--- src/verilog/mlg_pkg.sv ---
package mlg_pkg;

  localparam int LFSR_W = 24;
  localparam int ADDR_W = 8;

  // register byte addresses
  localparam logic [ADDR_W-1:0] ADDR_POLY   = 8'h00;
  localparam logic [ADDR_W-1:0] ADDR_SHIFT  = 8'h04;
  localparam logic [ADDR_W-1:0] ADDR_SEED   = 8'h08;
  localparam logic [ADDR_W-1:0] ADDR_CTRL   = 8'h0C;
  localparam logic [ADDR_W-1:0] ADDR_STATUS = 8'h10;
  localparam logic [ADDR_W-1:0] ADDR_DATA   = 8'h14;

  // control and status fields
  localparam int CTRL_RUN_BIT   = 0;
  localparam int CTRL_SEL_LSB   = 1;
  localparam int STAT_RUN_BIT   = 0;
  localparam int STAT_CMP_BIT   = 1;
  localparam int STAT_EMPTY_BIT = 2;
  localparam int STAT_FULL_BIT  = 3;
  localparam int STAT_LEVEL_LSB = 8;

  // reset values
  localparam logic [LFSR_W-1:0] RST_POLY  = 24'h000000;
  localparam logic [LFSR_W-1:0] RST_SEED  = 24'h000000;
  localparam logic [LFSR_W-1:0] RST_SHIFT = 24'h000000;
  localparam logic              RST_RUN   = 1'h0;

  // sample maximal-length polynomials
  localparam logic [LFSR_W-1:0] POLY_8BIT  = 24'h0000B8;
  localparam logic [LFSR_W-1:0] POLY_16BIT = 24'h00B400;
  localparam logic [LFSR_W-1:0] POLY_24BIT = 24'hD80000;

  localparam logic [1:0] RESP_OKAY   = 2'h0;
  localparam logic [1:0] RESP_SLVERR = 2'h2;

  typedef enum logic [1:0] {
    CMP_EQ = 2'h0,
    CMP_LE = 2'h1,
    CMP_LT = 2'h2
  } mlg_cmp_t;

  typedef enum logic [1:0] {
    ST_IDLE  = 2'h0,
    ST_WRESP = 2'h1,
    ST_RRESP = 2'h2
  } mlg_bus_t;

  // ones on every bit up to the highest polynomial bit: the effective length
  function automatic logic [LFSR_W-1:0] span_mask(input logic [LFSR_W-1:0] p);
    logic [LFSR_W-1:0] m;
    m = p;
    for (int i = 0; i < LFSR_W; i++) begin
      m = m | (m >> 1);
    end
    return m;
  endfunction

  // byte lanes 0..2 land on the lower, middle and upper byte slices
  function automatic logic [LFSR_W-1:0] merge_bytes(input logic [LFSR_W-1:0] old_v,
                                                    input logic [31:0]       wd,
                                                    input logic [3:0]        strb);
    logic [LFSR_W-1:0] r;
    r = old_v;
    for (int b = 0; b < 3; b++) begin
      if (strb[b]) begin
        r[b*8 +: 8] = wd[b*8 +: 8];
      end
    end
    return r;
  endfunction

endpackage

--- src/verilog/mlg_step.sv ---
module mlg_step import mlg_pkg::*; (
  input  wire logic [LFSR_W-1:0] cur_state,  // present shift value
  input  wire logic [LFSR_W-1:0] poly,       // tap polynomial
  output logic      [LFSR_W-1:0] next_state  // value after one advance
);

  // galois form: the feedback bit is xored in after every stage whose tap is set
  always_comb begin
    next_state = {1'b0, cur_state[LFSR_W-1:1]} ^ (cur_state[0] ? poly : '0);
  end

endmodule // mlg_step

--- src/verilog/mlg_fifo.sv ---
module mlg_fifo #(
  parameter int W     = 24,
  parameter int DEPTH = 8,
  parameter int AW    = $clog2(DEPTH)
) (
  input  wire logic          clk,        // system clock
  input  wire logic          srst,       // synchronous reset
  input  wire logic          in_valid,   // push request
  output logic               in_ready,   // room for a word
  input  wire logic [W-1:0]  in_data,    // pushed word
  output logic               out_valid,  // word available
  input  wire logic          out_ready,  // pop request
  output logic      [W-1:0]  out_data,   // oldest word
  output logic      [AW:0]   level       // words held
);

  logic [W-1:0]  mem [DEPTH];
  logic [AW-1:0] wr_ptr_ff, nxt_wr_ptr;
  logic [AW-1:0] rd_ptr_ff, nxt_rd_ptr;
  logic [AW:0]   cnt_ff,    nxt_cnt;
  logic          push, pop;

  function automatic logic [AW-1:0] bump(input logic [AW-1:0] p);
    return (p == AW'(DEPTH - 1)) ? '0 : AW'(p + 1'b1);
  endfunction

  always_comb begin
    in_ready   = (cnt_ff != (AW+1)'(DEPTH));
    out_valid  = (cnt_ff != '0);
    out_data   = mem[rd_ptr_ff];
    level      = cnt_ff;
    push       = in_valid && in_ready;
    pop        = out_ready && out_valid;
    nxt_wr_ptr = push ? bump(wr_ptr_ff) : wr_ptr_ff;
    nxt_rd_ptr = pop ? bump(rd_ptr_ff) : rd_ptr_ff;
    nxt_cnt    = cnt_ff;
    if (push && !pop) begin
      nxt_cnt = (AW+1)'(cnt_ff + 1'b1);
    end else if (pop && !push) begin
      nxt_cnt = (AW+1)'(cnt_ff - 1'b1);
    end
  end

  always_ff @(posedge clk) begin
    if (srst) begin
      wr_ptr_ff <= '0;
      rd_ptr_ff <= '0;
      cnt_ff    <= '0;
    end else begin
      wr_ptr_ff <= nxt_wr_ptr;
      rd_ptr_ff <= nxt_rd_ptr;
      cnt_ff    <= nxt_cnt;
    end
  end

  always_ff @(posedge clk) begin
    if (push) begin
      mem[wr_ptr_ff] <= in_data;
    end
  end

endmodule // mlg_fifo

--- src/verilog/mlg_top.sv ---
// The placing of the registers and the AXI4-Lite slave port were left to the implementer.
module mlg_top import mlg_pkg::*; #(
  parameter int FIFO_DEPTH = 8
) (
  input  wire logic              CLK_SYS,        // system clock
  input  wire logic              SRST,           // synchronous reset, high
  input  wire logic              STEP_CLK,       // sequence clock, sampled
  input  wire logic [ADDR_W-1:0] S_AXI_AWADDR,   // write address
  input  wire logic              S_AXI_AWVALID,  // write address valid
  output logic                   S_AXI_AWREADY,  // write address ready
  input  wire logic [31:0]       S_AXI_WDATA,    // write data
  input  wire logic [3:0]        S_AXI_WSTRB,    // write byte strobes
  input  wire logic              S_AXI_WVALID,   // write data valid
  output logic                   S_AXI_WREADY,   // write data ready
  output logic [1:0]             S_AXI_BRESP,    // write response
  output logic                   S_AXI_BVALID,   // write response valid
  input  wire logic              S_AXI_BREADY,   // write response ready
  input  wire logic [ADDR_W-1:0] S_AXI_ARADDR,   // read address
  input  wire logic              S_AXI_ARVALID,  // read address valid
  output logic                   S_AXI_ARREADY,  // read address ready
  output logic [31:0]            S_AXI_RDATA,    // read data
  output logic [1:0]             S_AXI_RRESP,    // read response
  output logic                   S_AXI_RVALID,   // read data valid
  input  wire logic              S_AXI_RREADY,   // read data ready
  output logic                   SERIAL_OUT,     // serial bit stream
  output logic                   COMPARE_OUT     // sync compare, active high
);

  localparam int LVL_W = $clog2(FIFO_DEPTH) + 1;

  // bus group
  mlg_bus_t          state_ff,   nxt_state;
  logic              aw_got_ff,  nxt_aw_got;
  logic              w_got_ff,   nxt_w_got;
  logic [ADDR_W-1:0] awaddr_ff,  nxt_awaddr;
  logic [31:0]       wdata_ff,   nxt_wdata;
  logic [3:0]        wstrb_ff,   nxt_wstrb;
  logic              awready_ff, nxt_awready;
  logic              wready_ff,  nxt_wready;
  logic              arready_ff, nxt_arready;
  logic              bvalid_ff,  nxt_bvalid;
  logic [1:0]        bresp_ff,   nxt_bresp;
  logic              rvalid_ff,  nxt_rvalid;
  logic [31:0]       rdata_ff,   nxt_rdata;
  logic [1:0]        rresp_ff,   nxt_rresp;
  logic              wr_fire, rd_fire;
  logic [ADDR_W-1:0] rd_addr;

  // core group
  logic [LFSR_W-1:0] poly_ff,    nxt_poly;
  logic [LFSR_W-1:0] seed_ff,    nxt_seed;
  logic [LFSR_W-1:0] shift_ff,   nxt_shift;
  logic              run_ff,     nxt_run;
  mlg_cmp_t          sel_ff,     nxt_sel;
  logic              step_q_ff,  nxt_step_q;
  logic              serial_ff,  nxt_serial;
  logic              cmp_ff,     nxt_cmp;
  logic [LFSR_W-1:0] step_next, len_mask, wr_merged;
  logic              step_rise, step_go, seed_in_range, cmp_hit;

  // fifo of stepped values
  logic              fifo_in_ready, fifo_out_valid, fifo_pop;
  logic [LFSR_W-1:0] fifo_out_data;
  logic [LVL_W-1:0]  fifo_level;

  mlg_step u_step (
    .cur_state  (shift_ff),
    .poly       (poly_ff),
    .next_state (step_next)
  );

  mlg_fifo #(
    .W     (LFSR_W),
    .DEPTH (FIFO_DEPTH)
  ) u_fifo (
    .clk       (CLK_SYS),
    .srst      (SRST),
    .in_valid  (step_rise && run_ff),
    .in_ready  (fifo_in_ready),
    .in_data   (step_next),
    .out_valid (fifo_out_valid),
    .out_ready (fifo_pop),
    .out_data  (fifo_out_data),
    .level     (fifo_level)
  );

  // read data and response for one address
  function automatic logic [33:0] read_word(input logic [ADDR_W-1:0] a);
    logic [31:0] d;
    logic [1:0]  r;
    d = '0;
    r = RESP_OKAY;
    unique case (a)
      ADDR_POLY:   d[LFSR_W-1:0] = poly_ff;
      ADDR_SHIFT:  d[LFSR_W-1:0] = shift_ff;
      ADDR_SEED:   d[LFSR_W-1:0] = seed_ff;
      ADDR_CTRL: begin
        d[CTRL_RUN_BIT]        = run_ff;
        d[CTRL_SEL_LSB +: 2]   = sel_ff;
      end
      ADDR_STATUS: begin
        d[STAT_RUN_BIT]             = run_ff;
        d[STAT_CMP_BIT]             = cmp_ff;
        d[STAT_EMPTY_BIT]           = !fifo_out_valid;
        d[STAT_FULL_BIT]            = !fifo_in_ready;
        d[STAT_LEVEL_LSB +: LVL_W]  = fifo_level;
      end
      ADDR_DATA:   d[LFSR_W-1:0] = fifo_out_valid ? fifo_out_data : '0;
      default:     r = RESP_SLVERR;
    endcase
    return {r, d};
  endfunction

  always_comb begin
    nxt_state  = state_ff;
    nxt_aw_got = aw_got_ff;
    nxt_w_got  = w_got_ff;
    nxt_awaddr = awaddr_ff;
    nxt_wdata  = wdata_ff;
    nxt_wstrb  = wstrb_ff;
    nxt_bvalid = bvalid_ff;
    nxt_bresp  = bresp_ff;
    nxt_rvalid = rvalid_ff;
    nxt_rdata  = rdata_ff;
    nxt_rresp  = rresp_ff;
    wr_fire    = 1'b0;
    rd_fire    = 1'b0;
    rd_addr    = S_AXI_ARADDR;
    unique case (state_ff)
      ST_IDLE: begin
        if (S_AXI_AWVALID && awready_ff) begin
          nxt_aw_got = 1'b1;
          nxt_awaddr = S_AXI_AWADDR;
        end
        if (S_AXI_WVALID && wready_ff) begin
          nxt_w_got = 1'b1;
          nxt_wdata = S_AXI_WDATA;
          nxt_wstrb = S_AXI_WSTRB;
        end
        if (S_AXI_ARVALID && arready_ff) begin
          rd_fire                = 1'b1;
          {nxt_rresp, nxt_rdata} = read_word(S_AXI_ARADDR);
          nxt_rvalid             = 1'b1;
          nxt_state              = ST_RRESP;
        end else if (aw_got_ff && w_got_ff) begin
          wr_fire    = 1'b1;
          nxt_aw_got = 1'b0;
          nxt_w_got  = 1'b0;
          nxt_bvalid = 1'b1;
          nxt_bresp  = (awaddr_ff inside {ADDR_POLY, ADDR_SHIFT, ADDR_SEED, ADDR_CTRL, ADDR_STATUS, ADDR_DATA})
                       ? RESP_OKAY : RESP_SLVERR;
          nxt_state  = ST_WRESP;
        end
      end
      ST_WRESP: begin
        if (S_AXI_BREADY) begin
          nxt_bvalid = 1'b0;
          nxt_state  = ST_IDLE;
        end
      end
      ST_RRESP: begin
        if (S_AXI_RREADY) begin
          nxt_rvalid = 1'b0;
          nxt_state  = ST_IDLE;
        end
      end
      default: nxt_state = ST_IDLE;
    endcase
    nxt_awready = (nxt_state == ST_IDLE) && !nxt_aw_got;
    nxt_wready  = (nxt_state == ST_IDLE) && !nxt_w_got;
    nxt_arready = (nxt_state == ST_IDLE) && !(nxt_aw_got && nxt_w_got);
  end

  always_ff @(posedge CLK_SYS) begin
    if (SRST) begin
      state_ff   <= ST_IDLE;
      aw_got_ff  <= 1'b0;
      w_got_ff   <= 1'b0;
      awaddr_ff  <= '0;
      wdata_ff   <= '0;
      wstrb_ff   <= '0;
      awready_ff <= 1'b0;
      wready_ff  <= 1'b0;
      arready_ff <= 1'b0;
      bvalid_ff  <= 1'b0;
      bresp_ff   <= RESP_OKAY;
      rvalid_ff  <= 1'b0;
      rdata_ff   <= '0;
      rresp_ff   <= RESP_OKAY;
    end else begin
      state_ff   <= nxt_state;
      aw_got_ff  <= nxt_aw_got;
      w_got_ff   <= nxt_w_got;
      awaddr_ff  <= nxt_awaddr;
      wdata_ff   <= nxt_wdata;
      wstrb_ff   <= nxt_wstrb;
      awready_ff <= nxt_awready;
      wready_ff  <= nxt_wready;
      arready_ff <= nxt_arready;
      bvalid_ff  <= nxt_bvalid;
      bresp_ff   <= nxt_bresp;
      rvalid_ff  <= nxt_rvalid;
      rdata_ff   <= nxt_rdata;
      rresp_ff   <= nxt_rresp;
    end
  end

  always_comb begin
    nxt_poly      = poly_ff;
    nxt_seed      = seed_ff;
    nxt_shift     = shift_ff;
    nxt_run       = run_ff;
    nxt_sel       = sel_ff;
    nxt_step_q    = STEP_CLK;
    step_rise     = STEP_CLK && !step_q_ff;
    // a full fifo swallows the edge, so the sequence stalls until drained
    step_go       = run_ff && step_rise && fifo_in_ready;
    fifo_pop      = rd_fire && (rd_addr == ADDR_DATA);
    len_mask      = span_mask(poly_ff);
    wr_merged     = '0;
    if (step_go) begin
      nxt_shift = step_next;
    end
    if (rd_fire && (rd_addr == ADDR_SHIFT)) begin
      nxt_seed = shift_ff;
    end
    if (wr_fire) begin
      unique case (awaddr_ff)
        ADDR_POLY: begin
          wr_merged = merge_bytes(poly_ff, wdata_ff, wstrb_ff);
          nxt_poly  = wr_merged;
        end
        ADDR_SEED: begin
          wr_merged = merge_bytes(seed_ff, wdata_ff, wstrb_ff);
          nxt_seed  = wr_merged;
          if (!run_ff) begin
            nxt_shift = wr_merged;
          end
        end
        ADDR_CTRL: begin
          wr_merged = merge_bytes({{(LFSR_W-3){1'b0}}, sel_ff, run_ff}, wdata_ff, wstrb_ff);
          nxt_run   = wr_merged[CTRL_RUN_BIT];
          nxt_sel   = (wr_merged[CTRL_SEL_LSB +: 2] == 2'h3) ? CMP_EQ : mlg_cmp_t'(wr_merged[CTRL_SEL_LSB +: 2]);
        end
        default: wr_merged = '0;
      endcase
    end
    seed_in_range = (seed_ff <= len_mask) && (poly_ff != '0);
    unique case (sel_ff)
      CMP_EQ:  cmp_hit = (shift_ff == seed_ff);
      CMP_LE:  cmp_hit = (shift_ff <= seed_ff);
      CMP_LT:  cmp_hit = (shift_ff < seed_ff);
      default: cmp_hit = 1'b0;
    endcase
    nxt_cmp    = seed_in_range && cmp_hit;
    nxt_serial = |(shift_ff & len_mask & ~(len_mask >> 1));
  end

  always_ff @(posedge CLK_SYS) begin
    if (SRST) begin
      poly_ff   <= RST_POLY;
      seed_ff   <= RST_SEED;
      shift_ff  <= RST_SHIFT;
      run_ff    <= RST_RUN;
      sel_ff    <= CMP_EQ;
      step_q_ff <= 1'b0;
      serial_ff <= 1'b0;
      cmp_ff    <= 1'b0;
    end else begin
      poly_ff   <= nxt_poly;
      seed_ff   <= nxt_seed;
      shift_ff  <= nxt_shift;
      run_ff    <= nxt_run;
      sel_ff    <= nxt_sel;
      step_q_ff <= nxt_step_q;
      serial_ff <= nxt_serial;
      cmp_ff    <= nxt_cmp;
    end
  end

  assign S_AXI_AWREADY = awready_ff;
  assign S_AXI_WREADY  = wready_ff;
  assign S_AXI_BVALID  = bvalid_ff;
  assign S_AXI_BRESP   = bresp_ff;
  assign S_AXI_ARREADY = arready_ff;
  assign S_AXI_RVALID  = rvalid_ff;
  assign S_AXI_RDATA   = rdata_ff;
  assign S_AXI_RRESP   = rresp_ff;
  assign SERIAL_OUT    = serial_ff;
  assign COMPARE_OUT   = cmp_ff;
endmodule // mlg_top

--- config.mk ---
export PLATFORM = sky130hd
export DESIGN_NAME = mlg_top
export DESIGN_NICKNAME = d
export VERILOG_FILES = /design/src/verilog/mlg_pkg.sv /design/src/verilog/mlg_step.sv /design/src/verilog/mlg_fifo.sv /design/src/verilog/mlg_top.sv
export SDC_FILE = /design/constraint.sdc
export NUM_CORES = 1
export LEC_CHECK = 0
export ABC_AREA = 1
export BUFFER_PORTS_ARGS = -buffer_cell sky130_fd_sc_hd__buf_2
export CAP_MARGIN = 10
export CELL_PAD_IN_SITES_DETAIL_PLACEMENT = 0
export CELL_PAD_IN_SITES_GLOBAL_PLACEMENT = 2
export CORE_UTILIZATION = 41
export DETAILED_ROUTE_END_ITERATION = 12
export PLACE_DENSITY = 0.84
export SLEW_MARGIN = 0
export SYNTH_ARGS = -nofsm -noshare
export SYNTH_HDL_FRONTEND = slang
export SYNTH_SLANG_ARGS = --single-unit
--- constraint.sdc ---
create_clock -name CLK_SYS -period 9.2 [get_ports CLK_SYS]
set_input_delay 1.38 -clock CLK_SYS [delete_from_list [all_inputs] [get_ports CLK_SYS]]
set_output_delay 1.38 -clock CLK_SYS [all_outputs]
set_load 0.02 [all_outputs]
==> out/metrics.cfg, run 1 <==
[outcome]
status=finished with violations
violations=DRC

[clocking]
clock_path_buffers=3
post_cts_resized=0
cts-root-buf=clkbuf_16
htree_levels=2
cts_tree=yes
cts_sinks=353
numCtsBuffers=40
cts_hold_buf=0
clk_latency_ns=0.58
clk_pin_slew_ns=0.06
postCtsSetupBuffers=0

[synthesis]
syn_area_mm2=0.0170
syn_inst=1921
synth.top_cell.area_share_pct=34.0
ys_seq_area_share_pct=53.0
synthFlopType=edfxtp_1
synth_mux_area_share_pct=0
synth_simple_gate_area_share_pct=15.3
avgSynthCellArea_um2=8.83
synth_top_family_by_area=compound AO/OA/AOI/OAI gates
ys_ff_latch=353
yosysWarnings=0
synth_edf_count=192
synth-compound-area-share_pct=18.1
synthTopCellsByArea=edfxtp_1 (34%), dfxtp_1 (19%), o21ai_0 (9.2%), nor2_1 (5.5%), inv_1 (5.2%)
async_reset_ff_share_pct=0
synth_top_area_cell=edfxtp_1
yosysUniqueCellTypes=45
synth-adder-area-share_pct=4.18
synthXorXnorAreaFrac_pct=1.24

[final_layout]
layout.cells.non_filler=2526
drive_gt1_share_pct=10.6
nets=2081
utilization_pct=46.7
areaGrowthSynthToFinish_pct=12.5
fin_area_mm2=0.0191
diodes=0
nFillCells=3969

[sta]
fmax_mhz=262
finalSetupViolations=0
maxSlewViolCount=0
skew_ns=0.0175
period_minus_slack_ns=3.81
relSlewSlack_pct=23.3
worst_slew_pin_slew_ns=1.15
fin_setup_tns_ns=0
fin_crit_sh_pct=41.4
hold_viol=0
rsz0062_at_grt=no
setup_slack_ns=5.39

[power_and_ir_drop]
p_clk_share_pct=44.4
p_leak_uw=0.00777
powerDensity_mw_per_mm2=185
p_switching_uw=858
p_comb_share_pct=7.7
internal-power_uw=2680
switching_share_pct=24.3
power_frac_seq_pct=48.0
ir_worst_vdd_uv=122

[setup_path]
worst_path_max_delay_cell=buf_4
ff2ff_path_depth=20
cpPeakStageDelay_ns=0.35
crit_required_ns=9.66
path_cells=buf_2 -> nor2_1 -> inv_1 -> nor2_1 -> nand2_1 -> nor3_2 -> buf_4 -> nand2_1 -> ha_1 -> inv_1 -> ha_1 -> and3_1 -> a211oi_1 -> nor2_1 -> nor2_1 -> nand2_1 -> o21ai_0 -> a21oi_1
ff2ff_setup_slack_ns=5.60
cp-startpoint=S_AXI_ARADDR[1]
crit_fanout=18
setup.worst_path.end=u_fifo.level[3]$_SDFFE_PP0P_
crit_type=in -> reg
r2r_start=poly_ff[14]$_SDFFE_PP0P_
start_kind=primary input
r2r_end=COMPARE_OUT$_SDFF_PP0_
endpoint_kind=flop
arrival_ns=4.27
crit_top_cell=nor2_1

[drt]
viasPerCell=5.40
drtPass1Iterations=10
drt_iter0_drc=985
wl_per_cell_um=20.1
drc=1
ant_nets=0
drt-total-wl_mm=50.8
vias=13600

[run]
drv_cap=0

[place]
dp.cells=2455
gp_congestion=0.847
dp_hpwl_mm=33.7
post_dp_cell_area_mm2=0.0178
pre_cts_ws_ns=4.80
io_buffers=83

[floorplan]
die_area_mm2=0.0422
initial_core_util_pct=41.5
ios=103
placeableCoreArea_mm2=0.0408
rows=74
fp.dieW_um=205
die_h_um=205

[global_routing]
grt_pass1_wl_mm=76.9
grt_antenna_before_repair=0
grt_usage_pct=24.5
grt_max_degree=97
grt_pass1_vias=12900
overflow=0

[hold_path]
hold_start=awaddr_ff[7]$_SDFFE_PP0P_
hold_path.class=reg -> reg

logic make-up after synthesis:
group	after synthesis
AOI/OAI and AO/OA	536
other	1
buffers and inverters	351
and+or+nand+nor	600
DFF	353
xor gates and xnor gates	24
adders and majority gates	56
synthesized netlist by cell type, drive strengths merged, types with 3 or more instances:
master and n:
o31ai 3, o21ai 313, nand2 204, o2111ai 4, edfxtp 192, a211oi 4
nand3 77, a21oi 83, o211ai 17, xor2 24, clkinv 3, o221ai 53
nor3 26, a31oi 6, buf 18, a221oi 12, nand4 16, dfxtp 161
clkbuf 90, inv 240, ha 55, nor2 268, o22ai 34
state kept, by name, summed over array words and instances, names as in the netlist, 2 cells and up, named ones only:
| register | cells |
|---|---|
| S_AXI_RDATA | 24 |
| wstrb_ff | 3 |
| u_fifo.rd_ptr_ff | 3 |
| awaddr_ff | 8 |
| seed_ff | 24 |
| wdata_ff | 24 |
| shift_ff | 24 |
| u_fifo.wr_ptr_ff | 3 |
| sel_ff | 2 |
| poly_ff | 24 |
| u_fifo.mem | 192 |
| state_ff | 2 |
| u_fifo.level | 4 |
area by class of cell:
cell class | count | area (um^2) | area share, %
sequential | 353 | 8990 | 47.1
multi-input combinational | 1226 | 6690 | 35.1
clock buffer | 50 | 1070 | 5.61
inverter | 243 | 913 | 4.79
tap | 532 | 666 | 3.49
timing repair buffer | 101 | 551 | 2.89
clock inverter | 21 | 196 | 1.03
critical path, delay by kind of cell:
family,cells,cell delay (ns)
AO/OA/AOI/OAI,3,0.46
adder cells (fa/ha/maj),2,0.55
buffers and inverters,4,0.66
AND/OR/NAND/NOR,9,1.22
worst min path at each step:
stage,end,depth (start not counted)
after global placement,awaddr_ff[6]$_SDFFE_PP0P_,2
after global routing,awaddr_ff[7]$_SDFFE_PP0P_,2
after floorplan,awaddr_ff[7]$_SDFFE_PP0P_,2
after detailed placement,awaddr_ff[7]$_SDFFE_PP0P_,2
after CTS,awaddr_ff[7]$_SDFFE_PP0P_,2
final,awaddr_ff[7]$_SDFFE_PP0P_,2
per-stage QoR:
step	hold slack [ns]	power, uW
after floorplan	0.429	1920
after global placement	0.443	2000
after detailed placement	0.448	2000
after CTS	0.457	3560
after global routing	0.462	3660
final	0.454	3530
cell usage in the layout, fill, tap and decap left out, types with 5 or more instances in the layout:
cell         n
ha_1        55
o211ai_1    17
edfxtp_1   192
a31oi_1      6
o21ai_0    313
clkbuf_1     8
nand4_1     15
o221ai_1    53
buf_2       83
o22ai_1     34
a221oi_1    12
nor2_2      16
dfxtp_1    160
nand3_1     71
nand2_1    199
clkinv_1     8
nand2_2      5
nand3_2      6
nor2_4      14
clkbuf_16   41
conb_1      10
buf_4       18
nor3_1      23
clkinv_2     7
xor2_1      24
nor2_1     238
inv_1      235
a21oi_1     83
power groups by stage:
stage | Clock [uW] | Sequential, uW | Combinational (uW)
after floorplan | 0 | 1730 | 186
after global placement | 0 | 1730 | 270
after detailed placement | 0 | 1730 | 272
after CTS | 1590 | 1700 | 274
after global routing | 1660 | 1700 | 306
final | 1570 | 1700 | 271
routing by layer:
layer	part of all wire, %	global-route usage [%]
met1	46	33.5
met2	47	40.5
met3	5.2	3.86
met4	2.0	6.06
met5	0	0
Note: power is estimated with default switching activity, not from simulation.
==> run 2: changes to the inputs <==
- ABC_AREA: 1 -> 0
- CORE_UTILIZATION: 41 -> 37
- PLACE_DENSITY: 0.84 -> 0.75
- clock period: 9.2 -> 3.1 ns (I/O delays scaled with it)
==> run 2 against run 1 <==
  * The flow finishes with violations (setup timing)
  * Sequential power rose to 3.0 times the previous value
  * Non-clock buffer count up 104
  * Via count decreased by 13%
  * Core utilization down 1.2 points
  * Register-to-register slack lost 5.7 ns
  * Cell count fell by 12%
  * Final area rose by 3.3%
  * First-iteration DRC count fell by 5.8%
  * Setup slack lost 5.5 ns
  * Clock power grew to 3.1 times the previous value
  * Global-route usage is 2.6 points lower
  * Critical path type is now reg -> reg
  * Largest cell class unchanged
  * Highest routed layer unchanged
==> out/metrics.cfg, run 2 <==
[setup_path]
crit_type=reg -> reg  ; was in -> reg
start_kind=flop  ; was primary input
crit_required_ns=3.57  ; was 9.66 ns
crit_fanout=8  ; was 18
ff2ff_path_depth=12  ; was 20
arrival_ns=3.72  ; was 4.27 ns
endpoint_kind=flop  ; unchanged
r2r_start=poly_ff[18]$_SDFFE_PP0P_  ; was poly_ff[14]$_SDFFE_PP0P_
r2r_end=COMPARE_OUT$_SDFF_PP0_  ; unchanged
ff2ff_setup_slack_ns=-0.15  ; was 5.60 ns

[synthesis]
synth_top_area_cell=edfxtp_1  ; unchanged
synthTopCellsByArea=edfxtp_1 (35%), dfxtp_1 (20%), mux4_2 (6.9%), nand2_1 (5.1%), mux2i_1 (4.7%)  ; was edfxtp_1 (34%), dfxtp_1 (19%), o21ai_0 (9.2%), nor2_1 (5.5%), inv_1 (5.2%)
yosysWarnings=0  ; unchanged
syn_inst=1436  ; was 1,921
synthFlopType=edfxtp_1  ; unchanged
yosysUniqueCellTypes=59  ; was 45
post-synth-top-count-cell=nand2_1  ; was o21ai_0
ys_ff_latch=353  ; unchanged
ys_seq_area_share_pct=55.1  ; was 53.0%
synth_edf_count=192  ; unchanged
async_reset_ff_share_pct=0  ; unchanged
synth.top_cell.area_share_pct=35.4  ; was 34.0%
syn_area_mm2=0.0163  ; was 0.0170 mm^2
avgSynthCellArea_um2=11.4  ; was 8.83 um^2
ys_top_cells_by_count=nand2_1 (222), edfxtp_1 (192), dfxtp_1 (161)  ; was o21ai_0 (313), nor2_1 (248), inv_1 (237)

[clocking]
clock_path_buffers=3  ; unchanged
cts_tree=yes  ; unchanged
htree_levels=2  ; unchanged
cts_sinks=353  ; unchanged
cts_hold_buf=0  ; unchanged
numCtsBuffers=40  ; unchanged
clk_latency_ns=0.57  ; was 0.58 ns
clk_pin_slew_ns=0.06  ; about the same
cts-root-buf=clkbuf_16  ; unchanged

[hold_path]
holdPathStages=3  ; was 2
whs_endpoint=wdata_ff[0]$_SDFFE_PP0P_  ; was awaddr_ff[7]$_SDFFE_PP0P_
hold_path.class=in -> reg  ; was reg -> reg
hold_start=S_AXI_WDATA[0]  ; was awaddr_ff[7]$_SDFFE_PP0P_

[drt]
viasPerCell=5.39  ; was 5.40
drc=0  ; was 1
wl_met1_mm=22.2  ; was 23.5 mm
drtPass1Iterations=5  ; was 10
drt-total-wl_mm=48.0  ; was 50.8 mm
wl_met2_mm=22.2  ; was 23.7 mm
vias=11900  ; was 13,600
ant_nets=0  ; unchanged
met3WireLength_mm=2.34  ; was 2.65 mm
top_layer_used=met4  ; unchanged
drt_iter0_drc=928  ; was 985
wl_per_cell_um=21.7  ; was 20.1 um

[place]
post_dp_cell_area_mm2=0.0181  ; was 0.0178 mm^2
dp_hpwl_mm=34.5  ; was 33.7 mm
io_buffers=83  ; unchanged
gp_congestion=0.935  ; was 0.847

[power_and_ir_drop]
powerDensity_mw_per_mm2=525  ; was 185 mW/mm^2
p_clk_share_pct=46.4  ; was 44.4%
p_leak_uw=0.00684  ; was 0.00777 uW
power_frac_seq_pct=48.6  ; was 48.0%
ir_worst_vdd_uv=527  ; was 122 uV
p_switching_uw=2380  ; was 858 uW
switching_share_pct=23.0  ; was 24.3%
internal-power_uw=7960  ; was 2680 uW
p_comb_share_pct=5.0  ; was 7.7%

[outcome]
violations=setup timing  ; was DRC
status=finished with violations  ; unchanged

[final_layout]
areaGrowthSynthToFinish_pct=20.9  ; was 12.5%
mostFrequentLayoutCells=nand2_1 (221), edfxtp_1 (192), dfxtp_1 (154)  ; was o21ai_0 (313), nor2_1 (238), inv_1 (235)
top_register=u_fifo.mem  ; unchanged
nets=1711  ; was 2,081
drive_gt1_share_pct=23.6  ; was 10.6%
final_common_cell=nand2_1  ; was o21ai_0
largest_reg_flops=192  ; unchanged
utilization_pct=45.5  ; was 46.7%
fin_area_mm2=0.0197  ; was 0.0191 mm^2
diodes=0  ; unchanged
nFillCells=4014  ; was 3,969

[sta]
fmax_mhz=308
rsz0062_at_grt=yes  ; was no
worst_slew_pin_slew_ns=1.01  ; was 1.15 ns
period_minus_slack_ns=3.25
relSlewSlack_pct=32.0  ; was 23.3%
fin_crit_sh_pct=105
skew_ns=0.0137  ; was 0.0175 ns
setup_slack_ns=-0.149  ; was 5.39 ns
hold_viol=0  ; unchanged
maxSlewViolCount=0  ; unchanged
finalSetupViolations=1  ; was 0

[global_routing]
grt_usage_pct=21.9  ; was 24.5%
grt_antenna_before_repair=1  ; was 0
grt_max_degree=65  ; was 97
grt_pass1_wl_mm=73.0  ; was 76.9 mm
overflow=0  ; unchanged
grt_pass1_vias=11800  ; was 12,900

[floorplan]
rows=76  ; was 74
ios=103  ; unchanged
fp.dieW_um=212  ; was 205 um
die_area_mm2=0.0449  ; was 0.0422 mm^2
initial_core_util_pct=37.7  ; was 41.5%
die_h_um=212  ; was 205 um
placeableCoreArea_mm2=0.0433  ; was 0.0408 mm^2

[run]
drv_cap=0  ; unchanged

[run 2: cell count changes in the layout (fill, tap and decap cells not counted), sizes merged, moves of 21 or more]
cell | before | now
a21o | 0 | 35
a32oi | 0 | 24
buf | 101 | 205
inv | 242 | 43
mux2i | 0 | 77
mux4 | 0 | 50
nand3 | 77 | 18
nor2 | 268 | 98
nor3 | 26 | 47
o21ai | 313 | 37
o221ai | 53 | 1
o22ai | 34 | 0
xnor2 | 0 | 25
xor2 | 24 | 1
[run 2: timing repair]
action,4_1_cts,5_1_grt
gates cloned,0,0
hold endpoints to repair,0,0
gates resized for setup,8,38
endpoints found under the setup margin,1,1
pin swaps,8,20
buffers inserted,2,8
[run 2: cell type report]
cell class                 count  area (um^2)  share of cell area (%)
clock buffer                  51         1110                    5.65
timing repair buffer         205         1370                    6.97
sequential                   353         9010                    45.7
inverter                      40          150                   0.762
clock inverter                23          229                    1.16
multi-input combinational    955         7090                    36.0
tap                          585          732                    3.72
[run 2: logic make-up (layout without fill, tap and decap cells)]
family                     after synthesis  count (layout)  share of synthesized area, %
xor gates and xnor gates                26              26                          1.40
other                                    1              10                        0.0230
AOI/OAI and AO/OA                      262             262                          10.5
muxes                                  132             132                          12.0
adders and majority gates               56              56                          4.34
DFF                                    353             353                          55.1
buffers and inverters                  137             319                          3.47
and+or+nand+nor                        469             469                          13.1
[run 2: critical path, stage by stage (launching register included)]
cell and delay, ns:
dfxtp_2 0.34, buf_6 0.14, or4_4 0.51, or4_4 0.46, or4_4 0.45, nor2_2 0.10
ha_1 0.24, o21a_1 0.13, o2111ai_2 0.20, a21oi_2 0.06, nor3_1 0.15, o311ai_1 0.13
a211oi_1 0.24
[run 2: how the worst max path moves through the flow]
stage                     slack, ns                          to  cells past startpoint                          from
after floorplan               -0.43  u_fifo.mem[5][0]$_DFFE_PP_                      7  u_fifo.level[0]$_SDFFE_PP0P_
after CTS                     -0.17      COMPARE_OUT$_SDFF_PP0_                     12      poly_ff[18]$_SDFFE_PP0P_
after detailed placement      -0.29      COMPARE_OUT$_SDFF_PP0_                     16      poly_ff[17]$_SDFFE_PP0P_
final                         -0.15      COMPARE_OUT$_SDFF_PP0_                     12      poly_ff[18]$_SDFFE_PP0P_
after global placement        -0.19      COMPARE_OUT$_SDFF_PP0_                     16      poly_ff[17]$_SDFFE_PP0P_
after global routing          -0.23      COMPARE_OUT$_SDFF_PP0_                     14      poly_ff[15]$_SDFFE_PP0P_
[run 2: routing by layer]
layer	up-vias	track usage, %
li1	5650	-
met1	5909	30.6
met2	298	34.8
met3	60	3.01
met4	0	7.50
met5	-	0
[run 2: metrics by stage]
stage               setup TNS (ns)  hold WS, ns  instances  power, uW  setup slack, ns
detailed placement          -0.285        0.449       2129       5650           -0.285
CTS                         -0.169        0.106       2205      10500           -0.169
global placement            -0.190        0.442       2129       5650           -0.190
finish                      -0.149        0.135       2212      10300           -0.149
global route                -0.230        0.124       2212      10700           -0.230
floorplan                   -27.63        0.430       1445       5450           -0.428
[run 2: power by group through the flow]
stage	combinational (uW)	clock, uW	sequential, uW
floorplan	296	0	5150
global placement	518	0	5140
detailed placement	518	0	5140
CTS	522	4890	5040
global route	575	5090	5040
finish	515	4800	5030
